### config.mk
export PLATFORM = sky130hd
export DESIGN_NAME = sgds_engine
export DESIGN_NICKNAME = d
export VERILOG_FILES = /design/src/logic/sgds_pkg.sv /design/src/logic/sgds_engine.sv /design/src/logic/sgds_ctrl_tx.sv
export SDC_FILE = /design/constraint.sdc
export NUM_CORES = 2
export LEC_CHECK = 0
export CAP_MARGIN = 10
export CORE_MARGIN = 2
export CORE_UTILIZATION = 65
export DETAILED_ROUTE_END_ITERATION = 8
export DONT_BUFFER_PORTS = 1
export PLACE_DENSITY = 0.81
export SLEW_MARGIN = 10
export SYNTH_ARGS = -nofsm -noshare
export SYNTH_HDL_FRONTEND = slang
export SYNTH_HIERARCHICAL = 1
export SYNTH_SLANG_ARGS = --single-unit
### constraint.sdc
create_clock -name clk_sys -period 11.5 [get_ports clk_sys]
set_input_delay 0 -clock clk_sys [delete_from_list [all_inputs] [get_ports clk_sys]]
set_output_delay 0 -clock clk_sys [all_outputs]
set_load 0.005 [all_outputs]
### src/logic/sgds_pkg.sv
// Constants and carrier types shared by the descriptor engine files
package sgds_pkg;

  // Descriptor word layout, as word indices from the descriptor base
  localparam logic [3:0] WORD_NEXT = 4'h0;
  localparam logic [3:0] WORD_BUF = 4'h2;
  localparam logic [3:0] WORD_CTRL = 4'h6;
  localparam logic [3:0] WORD_STATUS = 4'h7;
  localparam logic [3:0] WORD_APP0 = 4'h8;
  localparam logic [3:0] WORD_APP_LAST = 4'hc;
  localparam int NUM_APP = 5;

  // Field positions
  localparam int LEN_FIELD_WIDTH = 23;
  localparam int LEN_WIDTH = 23;
  localparam int CTRL_EOF_BIT = 26;
  localparam int CTRL_SOF_BIT = 27;
  localparam int ST_INT_ERR_BIT = 28;
  localparam int ST_SLV_ERR_BIT = 29;
  localparam int ST_DEC_ERR_BIT = 30;
  localparam int ST_CMPLT_BIT = 31;
  localparam logic [31:0] DESC_ALIGN_MASK = 32'hffff_ffc0;

  // Memory response codes
  localparam logic [1:0] RESP_OKAY = 2'h0;
  localparam logic [1:0] RESP_SLVERR = 2'h2;
  localparam logic [1:0] RESP_DECERR = 2'h3;

  // Bytes per data word and reset values
  localparam logic [22:0] BYTES_PER_WORD = 23'h000004;
  localparam logic [31:0] ZERO_WORD = 32'h0000_0000;
  localparam logic [22:0] ZERO_COUNT = 23'h000000;
  localparam logic [3:0] ZERO_IDX = 4'h0;
  localparam logic [2:0] ZERO_APP_IDX = 3'h0;
  localparam logic [2:0] APP_LAST_IDX = 3'h4;

  typedef struct packed {
    logic write;
    logic [31:0] addr;
    logic [31:0] wdata;
  } sgds_mem_cmd_type;

  typedef struct packed {
    logic [31:0] rdata;
    logic [1:0] resp;
  } sgds_mem_rsp_type;

  typedef struct packed {
    logic [31:0] data;
    logic [3:0] keep;
    logic last;
  } sgds_beat_type;

  typedef struct packed {
    logic decode;
    logic slave;
    logic internal;
  } sgds_err_type;

  typedef logic [NUM_APP-1:0][31:0] sgds_app_words_type;

  typedef enum logic [3:0] {
    ST_IDLE = 4'h0,
    ST_FETCH_REQ = 4'h1,
    ST_FETCH_RSP = 4'h2,
    ST_CTRL_WAIT = 4'h3,
    ST_DATA_REQ = 4'h4,
    ST_DATA_RSP = 4'h5,
    ST_DATA_OUT = 4'h6,
    ST_WB_REQ = 4'h7,
    ST_WB_RSP = 4'h8,
    ST_HALT_WAIT = 4'h9,
    ST_HALTED = 4'ha
  } sgds_state_type;

endpackage

### src/logic/sgds_engine.sv
// Scatter-gather descriptor engine of the memory-to-stream channel
`timescale 1ns/1ps
// How it works
// Byte count goes in status bits 22..0.
// Count uses only length-width bits, 8 MB.
// Clean finish reports count equal buffer length.
// Zero buffer length sets internal error bit 28.
// Errors clear run/stop; halted after full stop.
// Slave error response sets bit 29, halts.
// Decode error response sets bit 30, halts.
// Finished transfer sets completion bit 31.
// Software reuses descriptors only once completed.
// Fetched completed descriptor is stale: SG error.
// Option on: send start-of-frame user words.
// Option on: fetch other user words, discard.
// Option off: user words are never fetched.
// Stream-to-memory next pointer uses bits 31..6.
// Descriptors sit on 0x40 boundaries.
// Software writes zero in status bits 27..23.
// Software marks first buffer with bit 27.
// Flags and completion written in one update.
module sgds_engine
  import sgds_pkg::*;
(
  input wire logic clk_sys,
  input wire logic sys_rst,
  input wire logic run_start,
  input wire logic tail_kick,
  input wire logic [31:0] first_desc_ptr,
  input wire logic [31:0] tail_desc_ptr,
  input wire logic ctrl_stream_option,
  output logic run_stop_bit,
  output logic halted_status_bit,
  output logic idle,
  output logic internal_error_flag,
  output logic slave_error_flag,
  output logic decode_error_flag,
  output logic sg_internal_error,
  output logic mem_cmd_valid,
  input wire logic mem_cmd_ready,
  output sgds_mem_cmd_type mem_cmd,
  input wire logic mem_rsp_valid,
  input wire sgds_mem_rsp_type mem_rsp,
  output logic m_tvalid,
  input wire logic m_tready,
  output sgds_beat_type m_beat,
  output logic [31:0] ctrl_tdata,
  output logic ctrl_tvalid,
  output logic ctrl_tlast,
  input wire logic ctrl_tready,
  input wire logic [31:0] stream_to_mem_channel_ptr_word,
  output logic [31:0] stream_to_mem_channel_next_desc
);

  ////////////////////////////////////////////////////////////////////////
  function automatic sgds_mem_cmd_type rd_cmd(input logic [31:0] addr);
    sgds_mem_cmd_type c;
    c.write = 1'b0;
    c.addr = addr;
    c.wdata = ZERO_WORD;
    return c;
  endfunction

  function automatic logic [3:0] keep_of(input logic [22:0] left);
    logic [3:0] k;
    k = 4'hf;
    if (left < BYTES_PER_WORD)
      k = 4'hf >> (3'h4 - left[2:0]);
    return k;
  endfunction

  function automatic logic [22:0] len_of(input logic [31:0] ctrl);
    logic [22:0] l;
    l = ZERO_COUNT;
    l[LEN_WIDTH-1:0] = ctrl[LEN_WIDTH-1:0];
    return l;
  endfunction

  ////////////////////////////////////////////////////////////////////////
  sgds_state_type state_reg, state_next;
  sgds_mem_cmd_type cmd_reg, cmd_next;
  sgds_beat_type beat_reg, beat_next;
  sgds_err_type err_reg, err_next;
  sgds_app_words_type app_reg, app_next;
  logic [31:0] desc_reg, desc_next;
  logic [31:0] nxt_reg, nxt_next;
  logic [31:0] buf_reg, buf_next;
  logic [31:0] ctrl_reg, ctrl_next;
  logic [31:0] addr_reg, addr_next;
  logic [31:0] stream_to_mem_channel_reg, stream_to_mem_channel_next;
  logic [22:0] left_reg, left_next;
  logic [22:0] moved_reg, moved_next;
  logic [3:0] idx_reg, idx_next;
  logic run_reg, run_next;
  logic halted_reg, halted_next;
  logic sg_err_reg, sg_err_next;
  logic ctrl_load;
  logic ctrl_busy;
  logic [3:0] last_idx;
  logic [31:0] ctrl_word;
  logic [22:0] beat_bytes;
  logic [31:0] fetch_addr;

  // Option off stops the fetch at the status word
  assign last_idx = ctrl_stream_option ? WORD_APP_LAST : WORD_STATUS;
  assign fetch_addr = desc_reg + {26'h0, idx_reg + 4'h1, 2'h0};
  assign beat_bytes = (left_reg < BYTES_PER_WORD) ? left_reg
                                                  : BYTES_PER_WORD;

  ////////////////////////////////////////////////////////////////////////
  always_comb
  begin
    state_next = state_reg;
    cmd_next = cmd_reg;
    beat_next = beat_reg;
    err_next = err_reg;
    app_next = app_reg;
    desc_next = desc_reg;
    nxt_next = nxt_reg;
    buf_next = buf_reg;
    ctrl_next = ctrl_reg;
    addr_next = addr_reg;
    left_next = left_reg;
    moved_next = moved_reg;
    idx_next = idx_reg;
    run_next = run_reg;
    halted_next = halted_reg;
    sg_err_next = sg_err_reg;
    ctrl_load = 1'b0;
    ctrl_word = ctrl_reg;
    stream_to_mem_channel_next = stream_to_mem_channel_ptr_word & DESC_ALIGN_MASK;
    case (state_reg)
      ST_IDLE, ST_HALTED:
      begin
        if (run_start)
        begin
          // Low pointer bits are ignored since descriptors are aligned
          desc_next = first_desc_ptr & DESC_ALIGN_MASK;
          run_next = 1'b1;
          halted_next = 1'b0;
          err_next = '0;
          sg_err_next = 1'b0;
          idx_next = ZERO_IDX;
          cmd_next = rd_cmd((first_desc_ptr & DESC_ALIGN_MASK));
          state_next = ST_FETCH_REQ;
        end
        else if (state_reg == ST_IDLE && run_reg && tail_kick)
        begin
          desc_next = nxt_reg & DESC_ALIGN_MASK;
          idx_next = ZERO_IDX;
          cmd_next = rd_cmd((nxt_reg & DESC_ALIGN_MASK));
          state_next = ST_FETCH_REQ;
        end
      end
      ST_FETCH_REQ:
      begin
        if (mem_cmd_ready)
          state_next = ST_FETCH_RSP;
      end
      ST_FETCH_RSP:
      begin
        if (mem_rsp_valid)
        begin
          if (mem_rsp.resp != RESP_OKAY)
          begin
            sg_err_next = 1'b1;
            run_next = 1'b0;
            state_next = ST_HALT_WAIT;
          end
          else if (idx_reg == WORD_STATUS && mem_rsp.rdata[ST_CMPLT_BIT])
          begin
            // Stale descriptor: no write-back, the word is left alone
            sg_err_next = 1'b1;
            run_next = 1'b0;
            state_next = ST_HALT_WAIT;
          end
          else
          begin
            if (idx_reg == WORD_NEXT)
              nxt_next = mem_rsp.rdata;
            if (idx_reg == WORD_BUF)
              buf_next = mem_rsp.rdata;
            if (idx_reg == WORD_CTRL)
            begin
              ctrl_next = mem_rsp.rdata;
              ctrl_word = mem_rsp.rdata;
            end
            if (idx_reg >= WORD_APP0 && ctrl_reg[CTRL_SOF_BIT])
              app_next[idx_reg[2:0]] = mem_rsp.rdata;
            if (idx_reg == last_idx)
            begin
              left_next = len_of(ctrl_word);
              moved_next = ZERO_COUNT;
              addr_next = buf_reg;
              if (len_of(ctrl_word) == ZERO_COUNT)
              begin
                err_next.internal = 1'b1;
                run_next = 1'b0;
                state_next = ST_WB_REQ;
              end
              else if (ctrl_stream_option && ctrl_word[CTRL_SOF_BIT])
                state_next = ST_CTRL_WAIT;
              else
              begin
                cmd_next = rd_cmd(buf_reg);
                state_next = ST_DATA_REQ;
              end
            end
            else
            begin
              idx_next = idx_reg + 4'h1;
              cmd_next = rd_cmd(fetch_addr);
              state_next = ST_FETCH_REQ;
            end
          end
        end
      end
      ST_CTRL_WAIT:
      begin
        // The previous packet's words must leave before these load
        if (!ctrl_busy)
        begin
          ctrl_load = 1'b1;
          cmd_next = rd_cmd(addr_reg);
          state_next = ST_DATA_REQ;
        end
      end
      ST_DATA_REQ:
      begin
        if (mem_cmd_ready)
          state_next = ST_DATA_RSP;
      end
      ST_DATA_RSP:
      begin
        if (mem_rsp_valid)
        begin
          if (mem_rsp.resp == RESP_SLVERR)
          begin
            err_next.slave = 1'b1;
            run_next = 1'b0;
            state_next = ST_WB_REQ;
          end
          else if (mem_rsp.resp == RESP_DECERR)
          begin
            err_next.decode = 1'b1;
            run_next = 1'b0;
            state_next = ST_WB_REQ;
          end
          else
          begin
            beat_next.data = mem_rsp.rdata;
            beat_next.keep = keep_of(left_reg);
            beat_next.last = ctrl_reg[CTRL_EOF_BIT] &&
                             (left_reg <= BYTES_PER_WORD);
            state_next = ST_DATA_OUT;
          end
        end
      end
      ST_DATA_OUT:
      begin
        if (m_tready)
        begin
          moved_next = moved_reg + beat_bytes;
          left_next = left_reg - beat_bytes;
          addr_next = addr_reg + 32'h4;
          if (left_reg == beat_bytes)
            state_next = ST_WB_REQ;
          else
          begin
            cmd_next = rd_cmd(addr_reg + 32'h4);
            state_next = ST_DATA_REQ;
          end
        end
      end
      ST_WB_REQ:
      begin
        // One write carries count, error flags and completion together
        cmd_next.write = 1'b1;
        cmd_next.addr = desc_reg + {26'h0, WORD_STATUS, 2'h0};
        cmd_next.wdata = ZERO_WORD;
        cmd_next.wdata[LEN_FIELD_WIDTH-1:0] = moved_reg;
        cmd_next.wdata[ST_INT_ERR_BIT] = err_reg.internal;
        cmd_next.wdata[ST_SLV_ERR_BIT] = err_reg.slave;
        cmd_next.wdata[ST_DEC_ERR_BIT] = err_reg.decode;
        cmd_next.wdata[ST_CMPLT_BIT] = (err_reg == '0);
        if (mem_cmd_valid && mem_cmd_ready)
          state_next = ST_WB_RSP;
      end
      ST_WB_RSP:
      begin
        if (mem_rsp_valid)
        begin
          if (err_reg != '0 || mem_rsp.resp != RESP_OKAY)
          begin
            if (mem_rsp.resp != RESP_OKAY)
              sg_err_next = 1'b1;
            run_next = 1'b0;
            state_next = ST_HALT_WAIT;
          end
          else if (desc_reg == (tail_desc_ptr & DESC_ALIGN_MASK))
            state_next = ST_IDLE;
          else
          begin
            desc_next = nxt_reg & DESC_ALIGN_MASK;
            idx_next = ZERO_IDX;
            cmd_next = rd_cmd((nxt_reg & DESC_ALIGN_MASK));
            state_next = ST_FETCH_REQ;
          end
        end
      end
      ST_HALT_WAIT:
      begin
        // Halted only once the control stream has drained too
        if (!ctrl_busy)
        begin
          halted_next = 1'b1;
          state_next = ST_HALTED;
        end
      end
      default:
        state_next = ST_IDLE;
    endcase
  end

  always_ff @(posedge clk_sys)
  begin
    if (sys_rst)
    begin
      state_reg <= ST_IDLE;
      cmd_reg <= '0;
      beat_reg <= '0;
      err_reg <= '0;
      app_reg <= '0;
      desc_reg <= ZERO_WORD;
      nxt_reg <= ZERO_WORD;
      buf_reg <= ZERO_WORD;
      ctrl_reg <= ZERO_WORD;
      addr_reg <= ZERO_WORD;
      stream_to_mem_channel_reg <= ZERO_WORD;
      left_reg <= ZERO_COUNT;
      moved_reg <= ZERO_COUNT;
      idx_reg <= ZERO_IDX;
      run_reg <= 1'b0;
      halted_reg <= 1'b1;
      sg_err_reg <= 1'b0;
    end
    else
    begin
      state_reg <= state_next;
      cmd_reg <= cmd_next;
      beat_reg <= beat_next;
      err_reg <= err_next;
      app_reg <= app_next;
      desc_reg <= desc_next;
      nxt_reg <= nxt_next;
      buf_reg <= buf_next;
      ctrl_reg <= ctrl_next;
      addr_reg <= addr_next;
      stream_to_mem_channel_reg <= stream_to_mem_channel_next;
      left_reg <= left_next;
      moved_reg <= moved_next;
      idx_reg <= idx_next;
      run_reg <= run_next;
      halted_reg <= halted_next;
      sg_err_reg <= sg_err_next;
    end
  end

  ////////////////////////////////////////////////////////////////////////
  sgds_ctrl_tx u_ctrl_tx (
    .clk_sys(clk_sys),
    .sys_rst(sys_rst),
    .load(ctrl_load),
    .words(app_reg),
    .busy(ctrl_busy),
    .ctrl_tdata(ctrl_tdata),
    .ctrl_tvalid(ctrl_tvalid),
    .ctrl_tlast(ctrl_tlast),
    .ctrl_tready(ctrl_tready)
  );

  // Write-back command is built during the first cycle of ST_WB_REQ
  assign mem_cmd_valid = (state_reg == ST_FETCH_REQ) ||
                         (state_reg == ST_DATA_REQ) ||
                         (state_reg == ST_WB_REQ && cmd_reg.write);
  assign mem_cmd = cmd_reg;
  assign m_tvalid = (state_reg == ST_DATA_OUT);
  assign m_beat = beat_reg;
  assign run_stop_bit = run_reg;
  assign halted_status_bit = halted_reg;
  assign idle = (state_reg == ST_IDLE);
  assign internal_error_flag = err_reg.internal;
  assign slave_error_flag = err_reg.slave;
  assign decode_error_flag = err_reg.decode;
  assign sg_internal_error = sg_err_reg;
  assign stream_to_mem_channel_next_desc = stream_to_mem_channel_reg;

endmodule

### src/logic/sgds_ctrl_tx.sv
// Control stream sender for the user application words of a packet
`timescale 1ns/1ps
module sgds_ctrl_tx
  import sgds_pkg::*;
(
  input wire logic clk_sys,
  input wire logic sys_rst,
  input wire logic load,
  input wire sgds_app_words_type words,
  output logic busy,
  output logic [31:0] ctrl_tdata,
  output logic ctrl_tvalid,
  output logic ctrl_tlast,
  input wire logic ctrl_tready
);

  sgds_app_words_type words_reg;
  sgds_app_words_type words_next;
  logic [2:0] idx_reg;
  logic [2:0] idx_next;
  logic busy_reg;
  logic busy_next;

  ////////////////////////////////////////////////////////////////////////
  always_comb
  begin
    words_next = words_reg;
    idx_next = idx_reg;
    busy_next = busy_reg;
    // Loads are only issued while idle, so a packet is never overwritten
    if (!busy_reg && load)
    begin
      words_next = words;
      idx_next = ZERO_APP_IDX;
      busy_next = 1'b1;
    end
    else if (busy_reg && ctrl_tready)
    begin
      if (idx_reg == APP_LAST_IDX)
        busy_next = 1'b0;
      else
        idx_next = idx_reg + 3'h1;
    end
  end

  always_ff @(posedge clk_sys)
  begin
    if (sys_rst)
    begin
      words_reg <= '0;
      idx_reg <= ZERO_APP_IDX;
      busy_reg <= 1'b0;
    end
    else
    begin
      words_reg <= words_next;
      idx_reg <= idx_next;
      busy_reg <= busy_next;
    end
  end

  assign busy = busy_reg;
  assign ctrl_tvalid = busy_reg;
  assign ctrl_tdata = words_reg[idx_reg];
  assign ctrl_tlast = busy_reg && (idx_reg == APP_LAST_IDX);

endmodule

==> impl_metrics.toml <==
[grt]
overflow = 0
grt.busiest_layer = "met2"
use_met1_pct = 46.1
grt_usage_pct = 38.0
grt_pass1_wl_um = 142000
antenna_found_initial = 8
grt_max_degree = 621
grt_pass1_vias = 25900
grtUsageMet3_pct = 10.4
met2_usage_pct = 60.9

[yosys]
seq_area_frac_synth_pct = 44.3
synth_edf_count = 0
synth.distinct_cells = 90
synth_area_leaders = "dfxtp_1 44%, nand2_1 13%, a21oi_1 9.5%, mux2i_1 3.5%, nor2_1 3.3%"
yosys.area.top_type = "dfxtp_1"
yosysWarnings = 6
yosys.area.top_type_share_pct = 44.3
avgSynthCellArea_um2 = 7.87
synth_top_flop_cell = "dfxtp_1"
synth_area_um2 = 29300
synth-seq-cells = 648
netlist_instances = 3715
yosys-top-cells-count = "1000 x nand2_1, 648 x dfxtp_1, 555 x a21oi_1"
post-synth-top-count-cell = "nand2_1"
synthArstFlopShare_pct = 0

[die]
initial_core_util_pct = 66.0
die_height_um = 216
die_x_um = 216
pin_count = 316
dieArea_um2 = 46700
rows = 77
core_um2 = 44300

[route]
postRouteAntennaNets = 0
firstDrtPassIters = 7
num_vias = 27300
drc_errors = 0
drt-total-wl_um = 92000
routed_via_density = 6.39
drt_iter0_drc = 3164
wl_per_cell_um = 21.6

[sta]
max-slew-margin-rel_pct = 14.9
fin_crit_ns = 5.05
tightestPinTransition_ns = 1.28
fin_tns_setup_ns = 0
clock.fmax_mhz = 198
slew_viol_final = 0
finClkSkew_ns = 0.0247
setup-violations-final = 0
final_hold_viol_count = 0
worst_slack_ns = 6.45
layout_worst_path_cycle_share_pct = 43.9
rsz0062_at_grt = "no"

[final_layout]
regArea_um2 = 13000
layout.nets = 3789
multi_input_area_um2 = 15000
drive_gt1_share_pct = 5.90
nFillCells = 3307
final_cells = 4265
finalCoreUtilization_pct = 73.2
syn_to_final_growth_pct = 10.9

[clock_tree]
cts.reportedPaths.clkPinSlew_ns = 0.06
cts_inserted_buffers = 66
cts_num_sinks = 648
cts.path.max_buffers = 3
cts_tree = "yes"
clkLatencyLatePin_ns = 0.62
clk_root_buffer_cell = "clkbuf_16"
htreeDepth = 3

[critical_path]
cp_max_fo = 110
crit_required_ns = 12.02
critPathCaptureType = "flip-flop"
start_kind = "flip-flop"
cp.arrival_ns = 5.56
path_class = "reg -> reg"

[placement]
dp.cells = 4044
port_buffers = 0
dp_slack_ns = 6.64
place_hpwl_um = 53300
globalplace.congestion = 0.935

[power_and_ir_drop]
switchingPower_mw = 1.70
combinationalPowerShare_pct = 17.5
internal_power_mw = 4.11
power.density_nw_per_um2 = 179
seqPwrFrac_pct = 42.5
swShare_pct = 29.3
p_leak_nw = 11.3
pwr-share-clk_pct = 39.9
vdd_ir_drop_max_mv = 0.168

[status]
status = "finished, final reports clean"

[job]
max_cap_viol_count = 0

[min_path]
hp-class = "in -> reg"
kinds of logic after synthesis:
kind of cell | Yosys count | share of synthesized area, %
DFF | 648 | 44.3
muxes | 137 | 4.88
and+or+nand+nor | 1524 | 22.3
other | 2 | 0.0257
xor gates and xnor gates | 64 | 1.92
AOI/OAI and AO/OA | 958 | 19.8
buffers and inverters | 349 | 5.30
adders and majority gates | 33 | 1.44
timing repair:
| action | 4_1_cts | 5_1_grt |
|---|---|---|
| resized for setup | 0 | 0 |
| hold endpoints to repair | 648 | 7 |
| setup buffers | 0 | 0 |
| hold buffers | 94 | 1 |
layer usage:
layer / vias up / share of wire (%)
met2: 1504 / 46
met3: 325 / 11
met1: 12900 / 38
li1: 12500 / -
met4: 6 / 5.7
met5: - / 0.048
worst paths after layout:
check	startpoint	to	slack, ns	cells past startpoint
max	state_reg[1]	u_ctrl_tx/words_reg[132]	6.45	7
min	ctrl_stream_option	state_reg[2]	0.03	5
max reg2reg	state_reg[1]	u_ctrl_tx/words_reg[132]	6.45	7
min reg2reg	u_ctrl_tx/words_reg[25]	u_ctrl_tx/words_reg[25]	0.45	2
power by group through the flow:
| stage | logic, mW | registers [mW] | clock network [mW] |
|---|---|---|---|
| 6_report | 1.02 | 2.47 | 2.32 |
| 5_1_grt | 1.10 | 2.48 | 2.42 |
| 4_1_cts | 0.987 | 2.47 | 2.33 |
| 3_5_place_dp | 0.883 | 2.52 | 0 |
| 3_3_place_gp | 0.857 | 2.52 | 0 |
| 2_1_floorplan | 0.816 | 2.45 | 0 |
cell type report:
cell class	count	area share [%]
multi-input combinational	2747	46.2
antenna	10	0.0772
inverter	29	0.336
clock inverter	23	1.07
timing repair buffer	125	3.83
tap	592	2.28
sequential	648	40.0
clock buffer	91	6.16
per-stage QoR:
| step | hold slack, ns | total power, mW | instance area, um2 |
|---|---|---|---|
| 2_1_floorplan | 0.128 | 3.27 | 29400 |
| 3_3_place_gp | 0.110 | 3.37 | 29000 |
| 3_5_place_dp | 0.109 | 3.40 | 29000 |
| 4_1_cts | 0.00397 | 5.79 | 32300 |
| 5_1_grt | 0.0644 | 6.00 | 32400 |
| 6_report | 0.0301 | 5.82 | 32400 |
worst max-delay path, stage by stage (launching register included):
cell and delay, ns:
dfxtp_1 0.95, nand2_1 0.21, or3_1 0.50, nor2_1 0.67, nor2b_4 1.07, buf_4 1.08, nand2_1 0.15, a21oi_1 0.23
cells in the final DEF, fill, tap and decap left out, types with 19 or more instances in the layout:
cell type	Yosys	layout
conb_1	2	31
a221o_1	43	43
nor2b_1	36	34
buf_4	17	28
nor3_1	31	31
a211oi_1	30	30
nor2_1	259	257
dfxtp_1	648	647
xnor2_1	19	19
a21oi_1	555	555
nand2_1	1000	1000
clkbuf_8	0	19
a21o_1	23	23
o21ai_0	108	108
inv_1	29	29
a22o_1	26	26
nand3_1	52	48
dlygate4sd3_1	0	93
ha_1	32	32
a221oi_1	23	23
a22oi_1	26	26
clkbuf_16	0	69
nor4_1	32	31
xor2_1	45	45
mux2i_1	101	101
No activity file was read; power rests on OpenSTA's default activity.
